<file path="src/hw/ddrc_pkg.sv">
// ddrc_pkg: shared constants, command and state types for the cke/command pair
// assumes a single clock domain; pins are sampled on the rising edge
package ddrc_pkg;
  localparam int BANK_W = 3;
  localparam int COL_W = 2;
  localparam int DATA_W = 8;
  localparam int BURST_LEN = 4;
  localparam int BURST_NO_INTERRUPT = 4;
  localparam int MIN_CKE_PULSE = 3;
  localparam int READ_EXIT_CLOCKS = 200;
  localparam int NONREAD_EXIT_CLOCKS = 16;
  localparam int OP_BUSY_CLOCKS = 2;
  localparam int MAX_POWER_DOWN = 1000;
  localparam int CNT_W = 16;
  localparam logic [3:0] PINS_DESELECT = 4'h8;
  localparam logic [3:0] PINS_NOP = 4'h7;
  localparam logic RST_CKE = 1'b1;

  // command as seen on cs/ras/cas/we
  typedef enum logic [2:0] {
    DDRC_CMD_DESEL, DDRC_CMD_NOP, DDRC_CMD_READ, DDRC_CMD_WRITE,
    DDRC_CMD_ACT, DDRC_CMD_PRE, DDRC_CMD_REF, DDRC_CMD_MRS
  } ddrc_cmd_t;

  // device state
  typedef enum logic [2:0] {
    DDRC_IDLE, DDRC_ACTIVE, DDRC_READ, DDRC_WRITE,
    DDRC_PD_ACT, DDRC_PD_PRE, DDRC_SELF
  } ddrc_state_t;

  // pins {csN, rasN, casN, weN} to command
  function automatic ddrc_cmd_t ddrc_decode(input logic [3:0] p);
    ddrc_cmd_t c;
    c = DDRC_CMD_DESEL;
    if (!p[3]) begin
      case (p[2:0])
        3'h7: c = DDRC_CMD_NOP;
        3'h5: c = DDRC_CMD_READ;
        3'h4: c = DDRC_CMD_WRITE;
        3'h3: c = DDRC_CMD_ACT;
        3'h2: c = DDRC_CMD_PRE;
        3'h1: c = DDRC_CMD_REF;
        default: c = DDRC_CMD_MRS;
      endcase
    end
    return c;
  endfunction : ddrc_decode

  // command to pins {csN, rasN, casN, weN}
  function automatic logic [3:0] ddrc_encode(input ddrc_cmd_t c);
    logic [3:0] p;
    p = PINS_DESELECT;
    case (c)
      DDRC_CMD_NOP: p = PINS_NOP;
      DDRC_CMD_READ: p = 4'h5;
      DDRC_CMD_WRITE: p = 4'h4;
      DDRC_CMD_ACT: p = 4'h3;
      DDRC_CMD_PRE: p = 4'h2;
      DDRC_CMD_REF: p = 4'h1;
      DDRC_CMD_MRS: p = 4'h0;
      default: p = PINS_DESELECT;
    endcase
    return p;
  endfunction : ddrc_encode
endpackage : ddrc_pkg

</file>
<file path="src/hw/ddrc_if.sv">
// ddrc_if: command, clock-enable and data pins between controller and device
// assumes both ends share clk; no clocking block
`timescale 1ns/10ps
interface ddrc_if;
  import ddrc_pkg::*;
  logic cke;
  logic [3:0] cmdPins;
  logic [BANK_W-1:0] bank;
  logic a10;
  logic [COL_W-1:0] col;
  logic [DATA_W-1:0] dq;
  logic dm;
  logic odt;
  logic [DATA_W-1:0] rdq;
  logic rdqValid;
  modport dev (
    input cke, cmdPins, bank, a10, col, dq, dm, odt,
    output rdq, rdqValid
  );
  modport ctl (
    output cke, cmdPins, bank, a10, col, dq, dm, odt,
    input rdq, rdqValid
  );
endinterface : ddrc_if

</file>
<file path="src/hw/ddrc_device.sv">
// ddrc_device: device end; cke transitions, bank state, bursts and masked store
// assumes the controller keeps its own timing; illegal input raises a flag
//
// Contract
// - transition from cke now, cke before, command
// - cke low twice keeps power down/self refresh
// - power down in/out only with nop/deselect
// - self refresh entry from idle with refresh
// - self refresh exit with nop/deselect only
// - nop/deselect only during non-read exit delay
// - no read for 200 clocks after exit
// - no low power during busy operations
// - cke held three edges after change
// - transitions ignore termination; off in self refresh
// - power down time limited for refresh
// - cke high during impedance calibration; calMode only blocks entry, a power down already under way is not left
// - termination pin valid during power down
// - unlisted combinations never issued
// - mask high inhibits store of beat
// - idle command table
// - banks-active command table
// - burst command table and interrupts
// - command decoded from four pins at edge
// - length-four bursts never interrupted
`timescale 1ns/10ps
module ddrc_device
  import ddrc_pkg::*;
#(
  parameter int BURST = BURST_LEN
) (
  input wire logic clk,
  input wire logic rstn,
  input wire logic en,
  ddrc_if.dev ifc,
  output ddrc_state_t devState,
  output logic illegalCmd,
  output logic odtActive
);
  localparam int BANKS = 1 << BANK_W;
  localparam int WORDS = BANKS << COL_W;
  localparam int BEAT_W = $clog2(BURST) + 1;
  localparam logic [BEAT_W-1:0] LAST_BEAT = BEAT_W'(BURST - 1);

  typedef struct packed {
    logic ckePrev;
    ddrc_state_t st;
    logic [BANKS-1:0] open;
    logic [BANK_W-1:0] bBank;
    logic [COL_W-1:0] bCol;
    logic [BEAT_W-1:0] beat;
    logic illegal;
    logic odtOn;
    logic [DATA_W-1:0] rdq;
    logic rdqValid;
    logic [WORDS-1:0][DATA_W-1:0] mem;
  } ddrc_dev_t;

  ddrc_dev_t q;
  ddrc_dev_t d;
  ddrc_cmd_t cmd;
  logic quiet;
  logic [BANK_W+COL_W-1:0] idx;

  assign cmd = ddrc_decode(ifc.cmdPins);
  assign quiet = (cmd == DDRC_CMD_DESEL) || (cmd == DDRC_CMD_NOP);
  assign idx = {q.bBank, q.bCol + q.beat[COL_W-1:0]};

  // next state from cke pair, command and current state
  always_comb begin
    d = q;
    if (en) begin
      d.illegal = 1'b0;
      d.rdqValid = 1'b0;
      d.ckePrev = ifc.cke;
      // one data beat per cycle while a burst runs
      if (q.st == DDRC_WRITE && !ifc.dm) begin
        d.mem[idx] = ifc.dq;
      end
      if (q.st == DDRC_READ) begin
        d.rdq = q.mem[idx];
        d.rdqValid = 1'b1;
      end
      case ({q.ckePrev, ifc.cke})
        2'b00: begin
          // stay whatever the command pins show
          if (q.st != DDRC_PD_ACT && q.st != DDRC_PD_PRE && q.st != DDRC_SELF) begin
            d.illegal = 1'b1;
          end
        end
        2'b01: begin
          d.illegal = !quiet;
          case (q.st)
            DDRC_PD_ACT: d.st = DDRC_ACTIVE;
            DDRC_PD_PRE: d.st = DDRC_IDLE;
            DDRC_SELF: d.st = DDRC_IDLE;
            default: d.illegal = 1'b1;
          endcase
        end
        2'b10: begin
          if (q.st == DDRC_IDLE && cmd == DDRC_CMD_REF) begin
            d.st = DDRC_SELF;
          end else if (quiet && q.st == DDRC_IDLE) begin
            d.st = DDRC_PD_PRE;
          end else if (quiet && q.st == DDRC_ACTIVE) begin
            d.st = DDRC_PD_ACT;
          end else begin
            d.illegal = 1'b1; // busy bursts block entry
          end
        end
        default: begin
          case (q.st)
            DDRC_IDLE: begin
              case (cmd)
                DDRC_CMD_ACT: begin
                  d.open[ifc.bank] = 1'b1;
                  d.st = DDRC_ACTIVE;
                end
                DDRC_CMD_READ, DDRC_CMD_WRITE: d.illegal = 1'b1;
                default: d.st = DDRC_IDLE;
              endcase
            end
            DDRC_ACTIVE: begin
              case (cmd)
                DDRC_CMD_READ, DDRC_CMD_WRITE: begin
                  if (q.open[ifc.bank]) begin
                    d.st = (cmd == DDRC_CMD_READ) ? DDRC_READ : DDRC_WRITE;
                    d.bBank = ifc.bank;
                    d.bCol = ifc.col;
                    d.beat = '0;
                  end else begin
                    d.illegal = 1'b1;
                  end
                end
                DDRC_CMD_ACT: begin
                  if (q.open[ifc.bank]) begin
                    d.illegal = 1'b1;
                  end else begin
                    d.open[ifc.bank] = 1'b1;
                  end
                end
                DDRC_CMD_PRE: begin
                  if (ifc.a10) begin
                    d.open = '0;
                  end else begin
                    d.open[ifc.bank] = 1'b0;
                  end
                  if (d.open == '0) begin
                    d.st = DDRC_IDLE;
                  end
                end
                DDRC_CMD_REF, DDRC_CMD_MRS: d.illegal = 1'b1;
                default: d.st = DDRC_ACTIVE;
              endcase
            end
            DDRC_READ, DDRC_WRITE: begin
              // burst runs to its end unless a same-direction command cuts in
              if (q.beat == LAST_BEAT) begin
                d.st = DDRC_ACTIVE;
              end else begin
                d.beat = q.beat + 1'b1;
              end
              case (cmd)
                DDRC_CMD_DESEL, DDRC_CMD_NOP: d.illegal = 1'b0;
                DDRC_CMD_READ, DDRC_CMD_WRITE: begin
                  if ((cmd == DDRC_CMD_READ) != (q.st == DDRC_READ)) begin
                    d.illegal = 1'b1;
                  end else if (BURST <= BURST_NO_INTERRUPT || !q.open[ifc.bank]) begin
                    d.illegal = 1'b1;
                  end else begin
                    d.st = q.st;
                    d.bBank = ifc.bank;
                    d.bCol = ifc.col;
                    d.beat = '0;
                  end
                end
                DDRC_CMD_ACT: begin
                  if (ifc.bank == q.bBank || q.open[ifc.bank]) begin
                    d.illegal = 1'b1;
                  end else begin
                    d.open[ifc.bank] = 1'b1;
                  end
                end
                DDRC_CMD_PRE: begin
                  if (ifc.a10 || ifc.bank == q.bBank) begin
                    d.illegal = 1'b1;
                  end else begin
                    d.open[ifc.bank] = 1'b0;
                  end
                end
                default: d.illegal = 1'b1;
              endcase
            end
            default: d.illegal = 1'b1; // cke high twice in low power
          endcase
        end
      endcase
      // termination follows its pin except in self refresh
      d.odtOn = ifc.odt && d.st != DDRC_SELF;
    end
  end

  // state register
  always_ff @(posedge clk or negedge rstn) begin
    if (!rstn) begin
      q <= '0;
      q.ckePrev <= RST_CKE;
      q.st <= DDRC_IDLE;
    end else begin
      q <= d;
    end
  end

  assign devState = q.st;
  assign illegalCmd = q.illegal;
  assign odtActive = q.odtOn;
  assign ifc.rdq = q.rdq;
  assign ifc.rdqValid = q.rdqValid;
endmodule : ddrc_device

</file>
<file path="src/flat_wrapper.sv">
// flat-port wrapper written by rule: the top's interface ports become plain ports
module ddrc_device_flat import ddrc_pkg::*;
#(
  parameter int BURST = BURST_LEN
)
  (clk, rstn, en, devState, illegalCmd, odtActive, ifc_cke, ifc_cmdPins, ifc_bank, ifc_a10, ifc_col, ifc_dq, ifc_dm, ifc_odt, ifc_rdq, ifc_rdqValid);
  ddrc_if ifc_i ();
  input wire logic clk;
  input wire logic rstn;
  input wire logic en;
  output ddrc_state_t devState;
  output logic illegalCmd;
  output logic odtActive;
  input wire logic [$bits(ifc_i.cke)-1:0] ifc_cke;
  input wire logic [$bits(ifc_i.cmdPins)-1:0] ifc_cmdPins;
  input wire logic [$bits(ifc_i.bank)-1:0] ifc_bank;
  input wire logic [$bits(ifc_i.a10)-1:0] ifc_a10;
  input wire logic [$bits(ifc_i.col)-1:0] ifc_col;
  input wire logic [$bits(ifc_i.dq)-1:0] ifc_dq;
  input wire logic [$bits(ifc_i.dm)-1:0] ifc_dm;
  input wire logic [$bits(ifc_i.odt)-1:0] ifc_odt;
  output wire logic [$bits(ifc_i.rdq)-1:0] ifc_rdq;
  output wire logic [$bits(ifc_i.rdqValid)-1:0] ifc_rdqValid;
  assign ifc_i.cke = ifc_cke;
  assign ifc_i.cmdPins = ifc_cmdPins;
  assign ifc_i.bank = ifc_bank;
  assign ifc_i.a10 = ifc_a10;
  assign ifc_i.col = ifc_col;
  assign ifc_i.dq = ifc_dq;
  assign ifc_i.dm = ifc_dm;
  assign ifc_i.odt = ifc_odt;
  assign ifc_rdq = ifc_i.rdq;
  assign ifc_rdqValid = ifc_i.rdqValid;
  ddrc_device #(.BURST(BURST)) u_core (.clk(clk), .rstn(rstn), .en(en), .ifc(ifc_i), .devState(devState), .illegalCmd(illegalCmd), .odtActive(odtActive));
endmodule
</file>
<file path="config.mk">
export PLATFORM = sky130hd
export DESIGN_NAME = ddrc_device_flat
export DESIGN_NICKNAME = d
export VERILOG_FILES = /design/src/hw/ddrc_pkg.sv /design/src/hw/ddrc_if.sv /design/src/hw/ddrc_device.sv /design/src/flat_wrapper.sv
export SDC_FILE = /design/constraint.sdc
export NUM_CORES = 1
export LEC_CHECK = 0
export BUFFER_PORTS_ARGS = -buffer_cell sky130_fd_sc_hd__buf_4
export CORE_MARGIN = 4
export CORE_UTILIZATION = 50
export CTS_BUF_LIST = sky130_fd_sc_hd__clkbuf_4 sky130_fd_sc_hd__clkbuf_8 sky130_fd_sc_hd__clkbuf_16
export CTS_CLUSTER_SIZE = 28
export DETAILED_ROUTE_END_ITERATION = 7
export PLACE_DENSITY = 0.66
export SLEW_MARGIN = 25
export SYNTH_ARGS = -nofsm -noshare
export SYNTH_HDL_FRONTEND = slang
export SYNTH_SLANG_ARGS = --single-unit
</file>
<file path="constraint.sdc">
create_clock -name clk -period 2.95 [get_ports clk]
set_input_delay 0.7375 -clock clk [delete_from_list [all_inputs] [get_ports clk]]
set_output_delay 0.7375 -clock clk [all_outputs]
set_load 0.005 [all_outputs]
</file>
==> impl_metrics.csv <==
group,metric,value,unit
routing,via_per_inst,5.95,
routing,firstDrtPassIters,4,
clock_network,cts_buffers,31,
die,std_cell_rows,61,
synth,synth_nets,1264,
clock_network,post_cts_buffers,0,
setup_path,cpPeakStageDelay,0.60,ns
clock_network,cts_num_sinks,287,
global_route,grt_max_degree,79,
timing,max_freq,350,MHz
die,pin_count,38,
finish,areaGrowthSynthToFinish,13.7,%
setup_path,required,3.38,ns
synth,synthFlopType,"dfrtp_1",
clock_network,cts-root-buf,"clkbuf_16",
global_route,grt_pass1_vias,10100,
synth,synth_most_common_cell,"dfrtp_1",
clock_network,holdBufCountCts,0,
setup_path,critical-path-slowest-cell,"xor3_4",
die,die_w,176,um
power_and_ir_drop,power_frac_seq,39.6,%
routing,vias,9936,
die,core_area,0.0278,mm2
power_and_ir_drop,powerDensity,698,mW/mm2
synth,ys_seq_elements,287,
power_and_ir_drop,p_sw,3.38,mW
timing,fin_crit_sh,96.8,%
setup_path,start_kind,"flip-flop",
clock_network,clk_latency,0.56,ns
routing,drt_iter0_markers,735,
min_path,hold_path.class,"in -> async",
synth,synth_top_area_cell,"dfrtp_1",
synth,ys_seq_area_share,51.0,%
synth,synth.avg_cell_area,11.4,um2
routing,ant_nets,0,
setup_path,cp_max_fo,31,
global_route,grt_usage,23.7,%
power_and_ir_drop,power.leakage,7.48,nW
setup_path,cp_top_family,"simple AND/OR/NAND/NOR gates",
timing,slew_viol_final,0,
clock_network,cts-htree-levels,1,
setup_path,path_class,"reg -> reg",
synth,synth_warnings,0,
timing,worst_slew_pin_slew,0.524,ns
setup_path,worstPathCellList,"ha_2 > xor3_4 > buf_12 > nand2_1 > a21oi_1 > or4_1 > nor4_1 > buf_4 > a31oi_1",
die,die_area,0.0309,mm2
finish,final_cells,1671,
clock_network,cts_tree,"yes",
timing,whs,0.0405,ns
place,gp_congestion,0.863,
power_and_ir_drop,combPwrFrac,23.0,%
synth,syn-cell-area,0.0141,mm2
synth,synth_cell_type_count,73,
finish,design.final.nets,1295,
routing,routed_wirelength,36400,um
finish,nFillCells,2369,
status,status,"finished clean",
power_and_ir_drop,clock_power_share,37.4,%
die,start_util,50.7,%
place,placed_cells,1613,
synth,synthesis.instances,1237,
finish,drive_above_1_share,34.0,%
global_route,antenna_found_initial,0,
setup_path,cp_num_buf_inv,2,
place,dp_slack,-0.0404,ns
power_and_ir_drop,switching_share,30.3,%
global_route,grt_pass1_wl,57900,um
synth,synthTopCellsByArea,"dfrtp_1 (51%), mux2_2 (21%), nand2_1 (5.3%)",
finish,utilization,57.6,%
setup_path,end_kind,"flip-flop",
routing,drt-wirelength-per-cell,21.8,um
timing,relSlewSlack,64.9,%
global_route,grt-ovfl-total,0,
place,hpwlAfterDp,24200,um
synth,synthTopCellsByCount,"dfrtp_1 (286), mux2_2 (257), nand2_1 (200)",
timing,hold_viol,0,
timing,setup_ws,0.0935,ns
routing,drc_errors,0,
flow_run,cap_viol_max_count,0,
timing,finClkSkew,0.0126,ns
place,portBuffers,37,
timing,finalCriticalPeriod,2.86,ns
setup_path,cp.arrival,3.28,ns
clock_network,clk_path_buf_depth,3,
timing,rsz0062_at_grt,"false",
power_and_ir_drop,power,11.2,mW
synth,synth_edf_count,0,
synth,yosysTopAreaCellShare,50.8,%
die,die_h,176,um
clock_network,clkSlewWorstSetupHoldPaths,0.06,ns
power_and_ir_drop,p_int,7.79,mW
finish,diodes,0,
timing,finalSetupViolCount,0,
power_and_ir_drop,peakVddDrop,436,uV
synth,async_reset_ff_share,100,%
## power by group through the flow
stage | combinational [mW] | clock [mW] | sequential, mW
after global placement | 2.49 | 0 | 4.49
after detailed placement | 2.51 | 0 | 4.50
after floorplan | 1.71 | 0 | 4.41
after global routing | 2.76 | 4.39 | 4.46
final | 2.57 | 4.18 | 4.43
after CTS | 2.54 | 4.22 | 4.43
## path summary, 6_finish.rpt
path,startpoint,endpoint,slack (ns),depth (start not counted)
worst max-delay path,u_core.q[267],u_core.ifc.rdq[7],0.09,9
worst min-delay path,rstn,u_core.q[280],0.04,1
worst max register to register,u_core.q[267],u_core.ifc.rdq[7],0.09,9
worst min register to register,u_core.q[228],u_core.q[228],0.49,1
max in group asynchronous,rstn,u_core.q[219],2.18,2
min in group clk,ifc_col[1],u_core.q[271],0.44,3
## sequential cells by signal, indices dropped and copies added, names as in the netlist
register,count
u_core.illegalCmd,1
u_core.ifc.rdqValid,1
u_core.idx,3
u_core.odtActive,1
u_core.q,270
u_core.ifc.rdq,8
u_core.devState,3
## cell families after synthesis
kind of cell    count (synthesis)  synth area share [%]
fa+ha+maj                       3                 0.267
mux                           314                  25.6
xor+xnor                        7                 0.648
simple gates                  349                  11.2
flops                         287                  51.0
buf+inv                        96                  3.29
compound gates                181                  7.96
## through the flow
stage	area (um2)	setup TNS [ns]
after floorplan	14100	0
final	16000	0
after global placement	14900	-0.0316
after global routing	16000	0
after detailed placement	14900	-0.0404
after CTS	16000	0
## repair_timing
action	CTS	global route
pin swaps	1	0
resized for setup	1	5
endpoints found under the setup margin	1	7
## per-layer routing
metal	wire, um	share of wire [%]	global-route usage, %	up-vias
met1	16400	45	34.3	5092
met2	16800	46	36.8	292
met4	1090	3.0	7.73	0
li1	-	-	-	4488
met5	0	0	0	-
met3	2130	5.8	3.77	64
## layout by cell type (no fill, tap or decap), types with 4 or more instances in the layout
master     netlist  layout
a21oi_1         77      77
a31oi_1         16      16
a32oi_1          4       4
a41oi_1          5       5
and2_1           5       5
buf_12           0       6
buf_4           17      76
clkbuf_16        0      31
clkbuf_4         0       4
clkbuf_8         0      14
clkinv_2         0       4
dfrtp_1        286     286
inv_1           10      10
mux2_1           5       5
mux2_2         257     257
mux2i_1         41      41
mux4_2          11      11
nand2_1        200     200
nand2_2          8       8
nand2b_1        10      10
nand3_1         21      21
nand4_1          5       5
nor2_1          39      39
nor2_2           4       4
nor2b_1         11      11
nor3_1          13      13
nor4_1           9       6
o21ai_0         22      22
o22ai_1         15      15
o31ai_1          7       7
or4_1            6       6
## final cells by class
| class | instances | area (um2) | area share [%] |
|---|---|---|---|
| Clock inverter | 9 | 128 | 0.797 |
| Clock buffer | 49 | 998 | 6.24 |
| Tap cell | 378 | 473 | 2.95 |
| Multi-Input combinational cell | 854 | 6470 | 40.4 |
| Timing Repair Buffer | 84 | 717 | 4.48 |
| Sequential cell | 287 | 7180 | 44.9 |
| Inverter | 10 | 37.5 | 0.234 |
No activity file was read; power rests on OpenSTA's default activity.
